**src/fpeg_pkg.sv**
```systemverilog
// Shared constants and types of the flash program/erase gating block, plus a
// level synchroniser for pin inputs.
// Assumes one clock, pclk, and an asynchronous active-low reset.
package fpeg_pkg;
    localparam logic [7:0] FPEG_OFF_CTRL     = 8'h00;
    localparam logic [7:0] FPEG_OFF_OVERLAY  = 8'h04;
    localparam logic [7:0] FPEG_OFF_STATUS   = 8'h08;
    localparam logic [7:0] FPEG_OFF_IRQ_STAT = 8'h0C;
    localparam logic [7:0] FPEG_OFF_IRQ_CLR  = 8'h10;
    localparam logic [7:0] FPEG_OFF_IRQ_EN   = 8'h14;
    localparam int FPEG_CTRL_PROG_BIT  = 0;
    localparam int FPEG_CTRL_ERASE_BIT = 1;
    localparam int FPEG_CTRL_SWE_BIT   = 6;
    localparam int FPEG_OVL_SEL_LSB    = 1;
    localparam int FPEG_OVL_EMUL_BIT   = 7;
    localparam int FPEG_ST_ERR_BIT     = 0;
    localparam int FPEG_ST_PROG_BIT    = 1;
    localparam int FPEG_ST_ERASE_BIT   = 2;
    localparam int FPEG_ST_BOOT_BIT    = 3;
    localparam int FPEG_ST_MASK_BIT    = 4;
    localparam int FPEG_ST_PROMBSY_BIT = 5;
    localparam int FPEG_IRQ_ERR_BIT    = 0;
    localparam int FPEG_IRQ_FORCE_BIT  = 1;
    localparam int FPEG_IRQ_PROM_BIT   = 2;
    localparam int FPEG_IRQ_W          = 3;
    localparam int FPEG_OVL_SEL_W      = 3;
    localparam logic [7:0] FPEG_ERASED_BYTE = 8'hFF;
    localparam logic [1:0] FPEG_OP_READ  = 2'h0;
    localparam logic [1:0] FPEG_OP_WRITE = 2'h1;
    localparam logic [1:0] FPEG_OP_ERASE = 2'h2;

    typedef enum logic [2:0]
    {
        FPEG_PROM_IDLE = 3'h1,
        FPEG_PROM_EXEC = 3'h2,
        FPEG_PROM_DONE = 3'h4
    } fpeg_prom_state_t;
endpackage

// Two flip-flop synchroniser, one chain per bit.
module fpeg_sync #(
    parameter int WIDTH = 1
) (
    // Clock and reset.
    input  wire logic             pclk,
    input  wire logic             presetn,
    // Asynchronous levels in, synchronised levels out.
    input  wire logic [WIDTH-1:0] async_in,
    output logic      [WIDTH-1:0] sync_out
);
    logic [WIDTH-1:0] meta_reg;

    // A chain of no bits cannot be built.
    if (WIDTH < 1)
    begin : g_bad_width
        $error("fpeg_sync: WIDTH must be at least 1.");
    end

    genvar i;
    generate
        for (i = 0; i < WIDTH; i++)
        begin : g_bit
            always_ff @(posedge pclk or negedge presetn)
            begin
                if (!presetn)
                begin
                    meta_reg[i] <= 1'b0;
                    sync_out[i] <= 1'b0;
                end
                else
                begin
                    meta_reg[i] <= async_in[i];
                    sync_out[i] <= meta_reg[i];
                end
            end
        end
    endgenerate
endmodule

```
**src/fpeg_top.sv**
```systemverilog
// Flash program/erase gating: control bits, overlay emulation protection,
// interrupt masking, error protection and the external programmer port.
// Assumes an APB master on pclk and a flash array answering in one cycle.
// Notes on behaviour
// - Program or erase bit blocks interrupt input.
// - Reset, standby, pin low, no enable clear bits.
// - Emulation select protects all blocks from program/erase.
// - Erase never reaches the overlaid RAM contents.
// - Boot mode masks interrupt until RAM branch.
// - Error protection state also blocks interrupt.
// - Core array reads during program/erase return the erased byte.
// - Programmer mode offers read, write, total erase.
// - No identification readout in programmer mode.
// - Array starts out erased.
// - Three-bit field picks overlaid flash block.
// - Core array read during program/erase sets error flag.
module fpeg_top
    import fpeg_pkg::*;
#(
    parameter int ADDR_W = 17,
    parameter int DATA_W = 8
) (
    // Clock and reset.
    input  wire logic                       pclk,
    input  wire logic                       presetn,
    // APB slave.
    input  wire logic                       psel,
    input  wire logic                       penable,
    input  wire logic                       pwrite,
    input  wire logic [7:0]                 paddr,
    input  wire logic [31:0]                pwdata,
    output logic      [31:0]                prdata,
    output logic                            pready,
    output logic                            pslverr,
    // Pins.
    input  wire logic                       flash_write_enable_pin,
    input  wire logic                       nmi_pin,
    input  wire logic                       boot_mode_pin,
    input  wire logic                       prom_mode_pin,
    // Core side.
    input  wire logic                       standby_req,
    input  wire logic                       boot_branch_done,
    input  wire logic                       core_flash_read,
    input  wire logic [DATA_W-1:0]          array_rdata,
    output logic      [DATA_W-1:0]          core_flash_rdata,
    output logic                            nmi_to_core,
    output logic                            irq,
    // Array control.
    output logic                            program_active,
    output logic                            erase_active,
    output logic                            overlay_enable,
    output logic      [FPEG_OVL_SEL_W-1:0]  overlap_block_select,
    output logic                            array_read,
    output logic                            array_write,
    output logic                            array_erase_all,
    output logic      [ADDR_W-1:0]          array_addr,
    output logic      [DATA_W-1:0]          array_wdata,
    // External programmer port.
    input  wire logic                       prom_req,
    input  wire logic [1:0]                 prom_op,
    input  wire logic [ADDR_W-1:0]          prom_addr,
    input  wire logic [DATA_W-1:0]          prom_wdata,
    output logic      [DATA_W-1:0]          prom_rdata,
    output logic                            prom_done
);
    import fpeg_pkg::*;

    // The array path is byte wide and needs at least a byte of address.
    if (ADDR_W < 8 || ADDR_W > 24 || DATA_W != 8)
    begin : g_bad_param
        $error("fpeg_top: unsupported ADDR_W or DATA_W.");
    end

    typedef struct packed {
        logic                      software_write_enable;
        logic                      prog;
        logic                      erase;
        logic                      emul_sel;
        logic [FPEG_OVL_SEL_W-1:0] ovl_sel;
        logic                      err_flag;
        logic                      boot_branched;
        logic [FPEG_IRQ_W-1:0]     irq_stat;
        logic [FPEG_IRQ_W-1:0]     irq_en;
        logic                      irq;
        logic                      nmi_out;
        logic [31:0]               prdata;
        logic                      pready;
        logic                      pslverr;
        fpeg_prom_state_t          prom_st;
        logic [1:0]                prom_op;
        logic                      prog_act;
        logic                      erase_act;
        logic                      arr_rd;
        logic                      arr_wr;
        logic                      arr_erase;
        logic [ADDR_W-1:0]         arr_addr;
        logic [DATA_W-1:0]         arr_wdata;
        logic [DATA_W-1:0]         prom_rdata;
        logic                      prom_done;
        logic [DATA_W-1:0]         core_rdata;
    } fpeg_state_t;

    fpeg_state_t state_reg;
    fpeg_state_t state_next;

    logic [3:0] pins_sync;
    logic       fwe_s;
    logic       nmi_s;
    logic       boot_s;
    logic       prom_s;

    fpeg_sync #(
        .WIDTH (4)
    ) u_sync (
        .pclk     (pclk),
        .presetn  (presetn),
        .async_in ({prom_mode_pin, boot_mode_pin, nmi_pin, flash_write_enable_pin}),
        .sync_out (pins_sync)
    );

    assign fwe_s  = pins_sync[0];
    assign nmi_s  = pins_sync[1];
    assign boot_s = pins_sync[2];
    assign prom_s = pins_sync[3];

    logic setup_ph;
    logic access_ph;
    logic wr_ctrl;
    logic wr_ovl;
    logic wr_clr;
    logic wr_en;
    logic force_clr;
    logic err_set;
    logic boot_int;
    logic nmi_mask;
    logic [31:0] rd_val;
    logic        rd_err;
    logic [FPEG_IRQ_W-1:0] irq_ev;

    always_comb
    begin
        state_next = state_reg;
        setup_ph   = psel && !penable;
        access_ph  = psel && penable && state_reg.pready;
        wr_ctrl    = access_ph && pwrite && (paddr == FPEG_OFF_CTRL);
        wr_ovl     = access_ph && pwrite && (paddr == FPEG_OFF_OVERLAY);
        wr_clr     = access_ph && pwrite && (paddr == FPEG_OFF_IRQ_CLR);
        wr_en      = access_ph && pwrite && (paddr == FPEG_OFF_IRQ_EN);
        rd_val     = 32'h0000_0000;
        rd_err     = 1'b0;
        irq_ev     = '0;

        // Software control bits.
        if (wr_ctrl)
        begin
            state_next.software_write_enable   = pwdata[FPEG_CTRL_SWE_BIT];
            state_next.prog  = pwdata[FPEG_CTRL_PROG_BIT];
            state_next.erase = pwdata[FPEG_CTRL_ERASE_BIT];
        end
        if (wr_ovl)
        begin
            state_next.emul_sel = pwdata[FPEG_OVL_EMUL_BIT];
            state_next.ovl_sel  = pwdata[FPEG_OVL_SEL_LSB +: FPEG_OVL_SEL_W];
        end

        // Program and erase bits fall on standby, pin low or enable low.
        force_clr = standby_req || !fwe_s || !state_next.software_write_enable;
        if (force_clr)
        begin
            if (state_next.prog || state_next.erase)
            begin
                irq_ev[FPEG_IRQ_FORCE_BIT] = 1'b1;
            end
            state_next.prog  = 1'b0;
            state_next.erase = 1'b0;
        end

        // A core array read while a bit is set enters error protection; programmer reads do not.
        err_set = core_flash_read && (state_reg.prog || state_reg.erase);
        if (err_set && !state_reg.err_flag)
        begin
            irq_ev[FPEG_IRQ_ERR_BIT] = 1'b1;
        end
        if (err_set)
        begin
            state_next.err_flag = 1'b1;
        end

        // Modes are entered only without emulation select or error; the
        // overlaid RAM is not part of the array, so erase never touches it.
        state_next.prog_act  = state_next.prog && !state_next.emul_sel
                               && !state_next.err_flag;
        state_next.erase_act = state_next.erase && !state_next.emul_sel
                               && !state_next.err_flag;

        // Boot interval lasts until the branch into RAM.
        if (boot_branch_done)
        begin
            state_next.boot_branched = 1'b1;
        end
        boot_int = boot_s && !state_next.boot_branched;

        // Mask is built from next values so the output follows at once.
        nmi_mask = state_next.prog || state_next.erase
                   || boot_int
                   || state_next.err_flag;
        state_next.nmi_out = nmi_s && !nmi_mask;

        // Core read data is not the array while a bit is set.
        if (state_reg.prog || state_reg.erase)
        begin
            state_next.core_rdata = FPEG_ERASED_BYTE;
        end
        else
        begin
            state_next.core_rdata = array_rdata;
        end

        // External programmer sequencer.
        state_next.arr_rd    = 1'b0;
        state_next.arr_wr    = 1'b0;
        state_next.arr_erase = 1'b0;
        state_next.prom_done = 1'b0;
        case (state_reg.prom_st)
            FPEG_PROM_IDLE:
            begin
                if (prom_req && prom_s)
                begin
                    state_next.prom_op   = prom_op;
                    state_next.arr_addr  = prom_addr;
                    state_next.arr_wdata = prom_wdata;
                    state_next.arr_rd    = (prom_op == FPEG_OP_READ);
                    state_next.arr_wr    = (prom_op == FPEG_OP_WRITE);
                    state_next.arr_erase = (prom_op == FPEG_OP_ERASE);
                    state_next.prom_st   = FPEG_PROM_EXEC;
                end
            end
            FPEG_PROM_EXEC:
            begin
                state_next.prom_st = FPEG_PROM_DONE;
            end
            FPEG_PROM_DONE:
            begin
                if (state_reg.prom_op == FPEG_OP_READ)
                begin
                    state_next.prom_rdata = array_rdata;
                end
                else
                begin
                    state_next.prom_rdata = '0;
                end
                state_next.prom_done = 1'b1;
                irq_ev[FPEG_IRQ_PROM_BIT] = 1'b1;
                state_next.prom_st = FPEG_PROM_IDLE;
            end
            default:
            begin
                state_next.prom_st = FPEG_PROM_IDLE;
            end
        endcase

        // Sticky status, enable and clear; a new event wins over a clear.
        if (wr_en)
        begin
            state_next.irq_en = pwdata[FPEG_IRQ_W-1:0];
        end
        if (wr_clr)
        begin
            state_next.irq_stat = state_reg.irq_stat & ~pwdata[FPEG_IRQ_W-1:0];
        end
        state_next.irq_stat = state_next.irq_stat | irq_ev;
        state_next.irq      = |(state_next.irq_stat & state_next.irq_en);

        // APB read data and error answer.
        if (paddr == FPEG_OFF_CTRL)
        begin
            rd_val[FPEG_CTRL_SWE_BIT]   = state_reg.software_write_enable;
            rd_val[FPEG_CTRL_PROG_BIT]  = state_reg.prog;
            rd_val[FPEG_CTRL_ERASE_BIT] = state_reg.erase;
        end
        else if (paddr == FPEG_OFF_OVERLAY)
        begin
            rd_val[FPEG_OVL_EMUL_BIT] = state_reg.emul_sel;
            rd_val[FPEG_OVL_SEL_LSB +: FPEG_OVL_SEL_W] = state_reg.ovl_sel;
        end
        else if (paddr == FPEG_OFF_STATUS)
        begin
            rd_val[FPEG_ST_ERR_BIT]     = state_reg.err_flag;
            rd_val[FPEG_ST_PROG_BIT]    = state_reg.prog_act;
            rd_val[FPEG_ST_ERASE_BIT]   = state_reg.erase_act;
            rd_val[FPEG_ST_BOOT_BIT]    = boot_s && !state_reg.boot_branched;
            rd_val[FPEG_ST_MASK_BIT]    = !state_reg.nmi_out && nmi_s;
            rd_val[FPEG_ST_PROMBSY_BIT] = (state_reg.prom_st != FPEG_PROM_IDLE);
        end
        else if (paddr == FPEG_OFF_IRQ_STAT)
        begin
            rd_val[FPEG_IRQ_W-1:0] = state_reg.irq_stat;
        end
        else if (paddr == FPEG_OFF_IRQ_EN)
        begin
            rd_val[FPEG_IRQ_W-1:0] = state_reg.irq_en;
        end
        else if (paddr == FPEG_OFF_IRQ_CLR)
        begin
            rd_val = 32'h0000_0000;
        end
        else
        begin
            rd_err = 1'b1;
        end

        state_next.pready = setup_ph;
        if (setup_ph)
        begin
            state_next.prdata  = pwrite ? 32'h0000_0000 : rd_val;
            state_next.pslverr = rd_err;
        end
        else
        begin
            state_next.prdata  = 32'h0000_0000;
            state_next.pslverr = 1'b0;
        end
    end

    always_ff @(posedge pclk or negedge presetn)
    begin
        if (!presetn)
        begin
            state_reg         <= '0;
            state_reg.prom_st <= FPEG_PROM_IDLE;
        end
        else
        begin
            state_reg <= state_next;
        end
    end

    assign prdata               = state_reg.prdata;
    assign pready               = state_reg.pready;
    assign pslverr              = state_reg.pslverr;
    assign core_flash_rdata     = state_reg.core_rdata;
    assign nmi_to_core          = state_reg.nmi_out;
    assign irq                  = state_reg.irq;
    assign program_active       = state_reg.prog_act;
    assign erase_active         = state_reg.erase_act;
    assign overlay_enable       = state_reg.emul_sel;
    assign overlap_block_select = state_reg.ovl_sel;
    assign array_read           = state_reg.arr_rd;
    assign array_write          = state_reg.arr_wr;
    assign array_erase_all      = state_reg.arr_erase;
    assign array_addr           = state_reg.arr_addr;
    assign array_wdata          = state_reg.arr_wdata;
    assign prom_rdata           = state_reg.prom_rdata;
    assign prom_done            = state_reg.prom_done;
endmodule

```
**config.mk**
```make
export PLATFORM = sky130hd
export DESIGN_NAME = fpeg_top
export DESIGN_NICKNAME = d
export VERILOG_FILES = /design/src/fpeg_pkg.sv /design/src/fpeg_top.sv
export SDC_FILE = /design/constraint.sdc
export NUM_CORES = 1
export LEC_CHECK = 0
export BUFFER_PORTS_ARGS = -buffer_cell sky130_fd_sc_hd__buf_2
export CAP_MARGIN = 20
export CORE_UTILIZATION = 49
export CTS_BUF_LIST = sky130_fd_sc_hd__clkbuf_8
export CTS_CLUSTER_SIZE = 40
export DETAILED_ROUTE_END_ITERATION = 10
export PLACE_DENSITY_LB_ADDON = 0.2
export REMOVE_ABC_BUFFERS = 1
export SYNTH_ARGS = -nofsm -noshare
export SYNTH_HDL_FRONTEND = slang
export SYNTH_SLANG_ARGS = --single-unit
```
**constraint.sdc**
```tcl
create_clock -name pclk -period 2.3 [get_ports pclk]
set_input_delay 0.115 -clock pclk [delete_from_list [all_inputs] [get_ports pclk]]
set_output_delay 0.115 -clock pclk [all_outputs]
set_load 0.05 [all_outputs]
```
==> metrics.txt, run 1 <==
Synth top area share=54.62%; Pleak=0.002635 uW; Post-synth EDFFs=0; Critical Path RT=2.53 ns; Final TNS setup=0 ns; outcome=complete, no violations; hold_ws=0.04457 ns; register area share after synthesis=55.29%; Yosys reg bits=87; unrepaired setup endpoints after global routing=no; WL final=8.321 mm; Area contributors post-synth=dfrtp_1 (55%), buf_4 (15%), nand2_1 (9.9%), mux2_2 (2.0%), nand3_1 (1.5%); Setup crit end kind=register; first drt pass iteration count=4; Slew HR=61.01%; Yosys Warn Count=0; Final Wtd Congestion=0.8377; Clock Sinks=87; aggregate global routing overflow=0; top_reg_cell synth=dfrtp_1; max FFs per register=17; Post-Synthesis Cells=390; FP Rows=32; Peak supply drop=529.9 uV; Arr. time, crit path=2.17 ns; top post-synthesis cells by count=nand2_1 (104), dfrtp_1 (86), buf_4 (78); initial core utilization=50.72%; Worst-Skew Late Latency=0.35 ns; Worst Path Class, Setup=register to register; dpl cells=557; CTS Buffer Depth=2; max incr delay on CP=0.36 ns; Max Cap Viol=0; fraction of registers with async set/reset=100.0%; Slowest-stage cell, CP=dfrtp_1; largest net degree at the start of global routing=45; total power=3930 uW; Hold Path Sink=overlap_block_select[1]$_DFFE_PN0N_; via density per instance=4.677; first-pass GRT wire length=13.49 mm; RR Endpoint=irq$_DFF_PN0_; Worst Max-Slew Pin Slew=0.5827 ns; Die H=91.67 um; die width=91.67 um; crit start category=register; worst hold stages=2; Cell Area, Synth=0.003940 sq mm; H-tree level count=3; dominant cell type by area after synthesis=dfrtp_1; DIE AREA=0.008403 sq mm; skew final=0.01195 ns; Synth-to-Final Area Change=22.64%; gr usage total=20.87%; endpoints failing setup=0; initial antenna violation count=0; post-synthesis cell type count=44; cell with the most instances after synthesis=nand2_1; DRC viols=0; Slew Viols, Final=0; Routed WL per cell=13.49 um; vias after detailed routing=2,886; CTS clk-pin slew, worst paths=0.09 ns; Num CTS Buffers=9; DRT antenna net count=0; Root Driver=clkbuf_8; CP cell instances=and4_1 > nand4_2 > or3_1 > a32o_2 > a221o_1; Max Clock Freq=0.5132 GHz; IO Count=175; Post-Layout Cell Count=617; CTS-repair resized insts=0; CORE AREA=0.007767 sq mm; Tmin final=1.949 ns; share of layout cells above drive strength 1=31.65%; Final #Nets=598; post-route clock period utilization=84.72%; FF-to-FF Start=pready$_DFF_PN0_; Hold Vio Cnt, Final=0; Hold Crit Class=input pin to register; initial DRC count=86; reg2reg setup slack=0.35 ns; Max Fanout on Critical Path=6; synthesized area per cell=10.10 sq um; worst setup margin=0.3514 ns; n_diodes=0; Setup Slack @ Placement=0.2002 ns; vias in the first global route=2,896; hold path startpoint=pwdata[2]; Buffers on Ports=124; pwr dens=813.4 mW/mm^2; CTS tree=built; dpl hpwl=5.223 mm; FF-to-FF path depth=5
## report_power, final
part           leakage [uW]  internal, uW  switching, uW  total, uW
Clock             0.0000972           474            522        996
Sequential          0.00108          1700           88.9       1790
Combinational       0.00146           272            876       1150
## layout make-up
cell class | count | area [sq um]
Timing Repair Buffer | 172 | 1106
Multi-Input combinational cell | 229 | 1191
Clock buffer | 12 | 165.2
Clock inverter | 4 | 22.52
Inverter | 11 | 41.29
Tap cell | 102 | 127.6
Fill cell | 665 | 2935
Sequential cell | 87 | 2178
## timing repair
| action | in CTS | in global routing |
|---|---|---|
| hold endpoints to repair | 97 | 0 |
| setup buffers | 0 | 0 |
| hold buffers | 44 | 0 |
## logic make-up (layout without fill, tap and decap cells)
logic type             after synthesis  in the layout  synth area share (%)
AND/OR/NAND/NOR                    174            174                 21.02
buffers and inverters               97            199                 16.67
flip-flops                          87             87                 55.29
AO/OA/AOI/OAI                       19             19                 3.652
multiplexers                        12             12                 3.271
other                                1             24               0.09518
## per-layer routing
layer	vias to the layer above	part of all wire (%)	track usage, %
met4	0	2.0	10.45
met3	17	5.8	4.643
met1	1368	42	24.79
met5	-	0	0
li1	1402	-	-
met2	99	50	35.65
## critical path, delay by kind of cell, from the launching register on
kind / cells / cell delay, ns
AOI/OAI and AO/OA: 2 / 0.61
and+or+nand+nor: 3 / 0.85
DFF: 1 / 0.36
## cells in the final DEF, fill, tap and decap left out, types with 5 or more instances in the layout
cell type and instances:
inv_1 12, or3_1 9, nand3_1 12, nor2_1 16
nand2_1 104, dfrtp_1 86, buf_2 123, conb_1 24
mux2i_1 5, dlygate4sd3_1 44, clkbuf_8 12, mux2_2 7
## worst max-delay path by stage
stage | start | end | slack (ns) | depth (start not counted)
after floorplan | state_reg[49]$_DFFE_PN1P_ | array_addr[0]$_DFFE_PN0P_ | 0.06 | 5
final | pready$_DFF_PN0_ | irq$_DFF_PN0_ | 0.35 | 5
after CTS | pready$_DFF_PN0_ | irq$_DFF_PN0_ | 0.34 | 5
after global routing | pready$_DFF_PN0_ | irq$_DFF_PN0_ | 0.25 | 5
after global placement | paddr[1] | irq$_DFF_PN0_ | 0.20 | 6
after detailed placement | paddr[1] | irq$_DFF_PN0_ | 0.20 | 6
## metrics by stage
step	util [%]	cell area, sq um
final	62.21	4832
after floorplan	-	3411
after global placement	54.12	4204
after detailed placement	54.12	4204
after global routing	62.21	4832
after CTS	62.21	4832
(Power assumes the default switching activity.)
==> run 2: changes to the inputs <==
==> constraint.sdc (replaced) <==
create_clock -name pclk -period 2 [get_ports pclk]
set_input_delay 0.1 -clock pclk [delete_from_list [all_inputs] [get_ports pclk]]
set_output_delay 0.1 -clock pclk [all_outputs]
set_load 0.05 [all_outputs]
==> metrics.txt, run 2 (synthesis results as in run 1) <==
initial antenna violation count=0 (unchanged); gr usage total=20.94% (+0.069 points); post-route clock period utilization=93.86% (+9.1 points); CTS tree=built; Slew HR=64.03% (+3.0 points); Peak supply drop=658.5 uV (+24%); switching share of power=35.94% (-1.9 points); CTS-repair resized insts=0 (unchanged); Routed WL per cell=13.13 um (-2.6%); initial core utilization=50.72% (unchanged); total power=4749 uW (+21%); commonest non-fill, non-tap cell in the layout=buf_2; CTS clk-pin slew, worst paths=0.09 ns (about the same); Hold Vio Cnt, Final=0 (unchanged); DRC viols=0 (unchanged); clock share of power=28.9% (+3.5 points); Worst Max-Slew Pin Slew=0.5375 ns (-0.04520 ns); IO Count=175 (unchanged); Setup crit end kind=register; largest net degree at the start of global routing=53 (+18%); Buffers on Ports=124 (unchanged); Root Driver=clkbuf_8; endpoints failing setup=0 (unchanged); skew final=0.01317 ns (+0.001223 ns); vias after detailed routing=2,943 (+2.0%); WL final=8.207 mm (-1.4%); Setup Slack @ Placement=-0.04350 ns (-0.2437 ns); Clock Sinks=87 (unchanged); Num CTS Buffers=9 (unchanged); Max Cap Viol=0 (unchanged); Die H=91.67 um (unchanged); Tmin final=1.877 ns (-0.07146 ns); internal power=3042 uW (+24%); crit start category=register; Post-Layout Cell Count=625 (+1.3%); max FFs per register=17 (unchanged); first-pass GRT wire length=13.54 mm (+0.41%); die width=91.67 um (unchanged); Max Clock Freq=0.5327 GHz (+3.8%); Slew Viols, Final=0 (unchanged); Worst-Skew Late Latency=0.35 ns (about the same); Switch Pwr=1707 uW (+15%); unrepaired setup endpoints after global routing=no; dpl hpwl=5.217 mm (-0.11%); share of power burned in registers=43.3% (-2.2 points); CORE AREA=0.007767 sq mm (unchanged); via density per instance=4.709 (+0.67%); share of layout cells above drive strength 1=32.89% (+1.2 points); aggregate global routing overflow=0 (unchanged); initial DRC count=75 (-13%); Final Wtd Congestion=0.8415 (+0.45%); most frequent cells in the layout=buf_2 (123), nand2_1 (104), dfrtp_1 (86); Critical Path RT=2.22 ns (-0.31 ns); outcome=complete, no violations; FP Rows=32 (unchanged); pwr dens=961.8 mW/mm^2 (+18%); CTS Buffer Depth=2 (unchanged); Arr. time, crit path=2.10 ns (-0.07 ns); FILL cells=670 (+0.75%); Hold Crit Class=input pin to register; Worst Path Class, Setup=register to register; Pleak=0.002697 uW (+2.4%); first drt pass iteration count=4 (unchanged); Max Fanout on Critical Path=3 (-3); worst setup margin=0.1229 ns (-0.2285 ns); dpl cells=565 (+1.4%); Synth-to-Final Area Change=25.31%; H-tree level count=3 (unchanged); vias in the first global route=2,829 (-2.3%); logic gate share of total power=27.8% (-1.4 points); DIE AREA=0.008403 sq mm (unchanged); n_diodes=0 (unchanged); Final #Nets=606 (+1.3%); DRT antenna net count=0 (unchanged)
[run 2: critical path: stages (launching register included)]
cell	delay, ns
dfrtp_1	0.36
nand4_1	0.21
nor4_2	0.30
buf_4	0.17
mux2_2	0.34
o21a_1	0.11
a221o_1	0.25
[run 2: final cells by class]
type	count	area, sq um	share of cell area, %
clock inverter	5	81.33	1.647
inverter	11	41.29	0.8363
clock buffer	11	151.4	3.066
tap	102	127.6	2.585
multi-input combinational	229	1191	24.13
timing repair buffer	180	1166	23.62
sequential	87	2178	44.12
[run 2: per-layer routing]
layer | global-route usage (%) | vias to the layer above | part of all wire (%)
li1 | - | 1415 | -
met1 | 26.66 | 1400 | 42
met2 | 34.40 | 115 | 49
met3 | 5.058 | 13 | 6.3
met4 | 8.466 | 0 | 1.9
met5 | 0 | - | 0
[run 2: timing repair]
action | in CTS | in global routing
endpoints found under the hold margin | 88 | 0
hold buffers | 44 | 0
setup endpoints to repair | 0 | 0
setup buffers | 0 | 0
[run 2: power by group through the flow]
stage / combinational (uW) / sequential, uW / clock [uW]
after floorplan: 293 / 2680 / 0
after global placement: 1240 / 2080 / 0
after detailed placement: 1250 / 2080 / 0
after CTS: 1320 / 2050 / 1410
after global routing: 1400 / 2080 / 1490
final: 1320 / 2060 / 1370
[run 2: path summary, 6_finish.rpt]
check / slack [ns] / endpoint / from / cells after the start
worst max-delay path: 0.12 / irq$_DFF_PN0_ / pready$_DFF_PN0_ / 6
worst min-delay path: 0.03 / overlap_block_select[1]$_DFFE_PN0N_ / pwdata[2] / 2
worst max register to register: 0.12 / irq$_DFF_PN0_ / pready$_DFF_PN0_ / 6
worst min register to register: 0.35 / u_sync.sync_out[3]$_DFF_PN0_ / u_sync.meta_reg[3]$_DFF_PN0_ / 0
max in group asynchronous: 1.12 / program_active$_DFF_PN0_ / presetn / 3
min in group asynchronous: 0.25 / core_flash_rdata[3]$_DFF_PN0_ / presetn / 2
[run 2: through the flow]
stage               cell area (sq um)  setup TNS, ns  hold slack [ns]  utilization, %
floorplan                        3411         -7.027          -0.1956               -
global placement                 4264       -0.01713          0.08376           54.90
detailed placement               4264       -0.04350          0.08936           54.90
CTS                              4937              0          0.01615           63.56
global route                     4937              0          0.01707           63.56
finish                           4937              0          0.02977           63.56
==> run 3: changes to the inputs <==
--- a/config.mk
+++ b/config.mk
@@ -12,6 +12,7 @@
 export CTS_CLUSTER_SIZE = 40
 export DETAILED_ROUTE_END_ITERATION = 10
 export PLACE_DENSITY_LB_ADDON = 0.2
+export RECOVER_POWER = 100
 export REMOVE_ABC_BUFFERS = 1
 export SYNTH_ARGS = -nofsm -noshare
 export SYNTH_HDL_FRONTEND = slang
==> metrics.txt, run 3 (synthesis results as in run 1) <==
outcome=complete, no violations; CTS clk-pin slew, worst paths=0.09 ns (about the same); n_diodes=0 (unchanged); internal power=2987 uW (-1.8%); Pleak=0.002467 uW (-8.5%); Tmin final=1.903 ns (+0.02548 ns); Arr. time, crit path=2.12 ns (+0.02 ns); commonest non-fill, non-tap cell in the layout=nand2_1; Max Fanout on Critical Path=3 (unchanged); unrepaired setup endpoints after global routing=no; pwr dens=974.6 mW/mm^2 (+1.3%); Hold Crit Class=input pin to register; share of power burned in registers=43.9% (+0.6 points); Num CTS Buffers=9 (unchanged); hold_ws=0.03494 ns (+0.005163 ns); crit start category=register; most frequent cells in the layout=nand2_1 (104), dfrtp_1 (86), clkbuf_1 (68); FP Rows=32 (unchanged); DRT antenna net count=0 (unchanged); H-tree level count=3 (unchanged); Slew HR=39.72% (-24 points); CTS Buffer Depth=2 (unchanged); post-route clock period utilization=95.13% (+1.3 points); gr usage total=20.94% (unchanged); max FFs per register=17 (unchanged); first-pass GRT wire length=13.54 mm (unchanged); Post CTS Setup Buffer Count=0 (unchanged); Peak supply drop=648.2 uV (-1.6%); aggregate global routing overflow=0 (unchanged); FF+latch area=0.002178 sq mm (unchanged); FILL cells=707 (+5.5%); Worst Path Class, Setup=register to register; clock share of power=29.2% (+0.3 points); initial DRC count=81 (+8.0%); endpoints failing setup=0 (unchanged); logic gate share of total power=26.9% (-0.9 points); WL final=8.200 mm (about the same); skew final=0.01322 ns (+0.00004990 ns); Critical Path RT=2.22 ns (about the same); fin area=0.004816 sq mm (-2.5%); DIE AREA=0.008403 sq mm (unchanged); Die H=91.67 um (unchanged); CTS-repair resized insts=0 (unchanged); Clock Sinks=87 (unchanged); Max Clock Freq=0.5256 GHz (-1.3%); Buffers on Ports=124 (unchanged); vias after detailed routing=2,930 (-0.44%); CTS tree=built; total power=4694 uW (-1.2%); Switch Pwr=1706 uW (about the same); CORE AREA=0.007767 sq mm (unchanged); area of placed instances=0.004264 sq mm (unchanged); die width=91.67 um (unchanged); DRC viols=0 (unchanged); Final #Nets=606 (unchanged); dpl hpwl=5.217 mm (unchanged); Final Wtd Congestion=0.8415 (unchanged); Slew Viols, Final=0 (unchanged); Synth-to-Final Area Change=22.23%; Final TNS setup=0 ns (unchanged); switching share of power=36.35% (+0.41 points); Worst-Skew Late Latency=0.34 ns (about the same); Worst Max-Slew Pin Slew=0.9042 ns (+0.3667 ns); first drt pass iteration count=4 (unchanged); via density per instance=4.688 (-0.44%); IO Count=175 (unchanged); Setup crit end kind=register; initial antenna violation count=0 (unchanged); Hold Vio Cnt, Final=0 (unchanged); Routed WL per cell=13.12 um (about the same); Core Util, Final=62.00% (-1.6 points); share of layout cells above drive strength 1=18.55% (-14 points); vias in the first global route=2,829 (unchanged); Root Driver=clkbuf_8; Max Cap Viol=0 (unchanged); initial core utilization=50.72% (unchanged); largest net degree at the start of global routing=53 (unchanged); area of the multi-input gates=0.001170 sq mm (-1.8%)
run 3: changes by cell type in the layout (fill, tap and decap cells not counted), sizes merged:
cell    delta
clkbuf    +70
buf       -70
run 3: layout make-up:
cell class / instances / area share (%)
Inverter: 11 / 0.8574
Tap cell: 102 / 2.650
Timing Repair Buffer: 180 / 22.14
Clock inverter: 5 / 1.689
Clock buffer: 11 / 3.144
Multi-Input combinational cell: 229 / 24.29
Sequential cell: 87 / 45.23
run 3: routing by layer:
metal	global-route usage (%)	share of wire (%)	routed length [um]
met4	8.466	1.5	127
met5	0	0	0
met2	34.40	50	4082
met3	5.058	5.7	464
met1	26.66	43	3525
run 3: what timing repair did:
item	in CTS	in global routing
hold endpoints to repair	88	0
hold buffers	44	0
endpoints found under the setup margin	0	0
run 3: final timing paths:
| path | depth (start not counted) | start | to | slack [ns] |
|---|---|---|---|---|
| min reg2reg | 0 | u_sync.meta_reg[3]$_DFF_PN0_ | u_sync.sync_out[3]$_DFF_PN0_ | 0.35 |
| max in group asynchronous | 3 | presetn | program_active$_DFF_PN0_ | 0.81 |
| min in group asynchronous | 2 | presetn | core_flash_rdata[3]$_DFF_PN0_ | 0.42 |
| max reg2reg | 6 | pready$_DFF_PN0_ | irq$_DFF_PN0_ | 0.1 |
| min | 2 | pwdata[2] | overlap_block_select[1]$_DFFE_PN0N_ | 0.03 |
| max | 6 | pready$_DFF_PN0_ | irq$_DFF_PN0_ | 0.1 |
run 3: critical path: stages (launching register included):
cell	delay, ns
dfrtp_1	0.36
nand4_1	0.20
nor4_1	0.33
buf_4	0.19
mux2_2	0.34
o21a_1	0.11
a221o_1	0.25
run 3: power by group through the flow:
| stage | clock [uW] | sequential [uW] | combinational (uW) |
|---|---|---|---|
| finish | 1370 | 2060 | 1260 |
| global route | 1490 | 2080 | 1350 |
| CTS | 1410 | 2050 | 1320 |
| detailed placement | 0 | 2080 | 1250 |
| global placement | 0 | 2080 | 1240 |
| floorplan | 0 | 2680 | 293 |
run 3: per-stage QoR:
stage | std cells | setup slack (ns)
2_1_floorplan | 327 | -0.2399
3_3_place_gp | 565 | -0.01713
3_5_place_dp | 565 | -0.04350
4_1_cts | 625 | 0.1310
5_1_grt | 625 | 0.03313
6_report | 625 | 0.09738
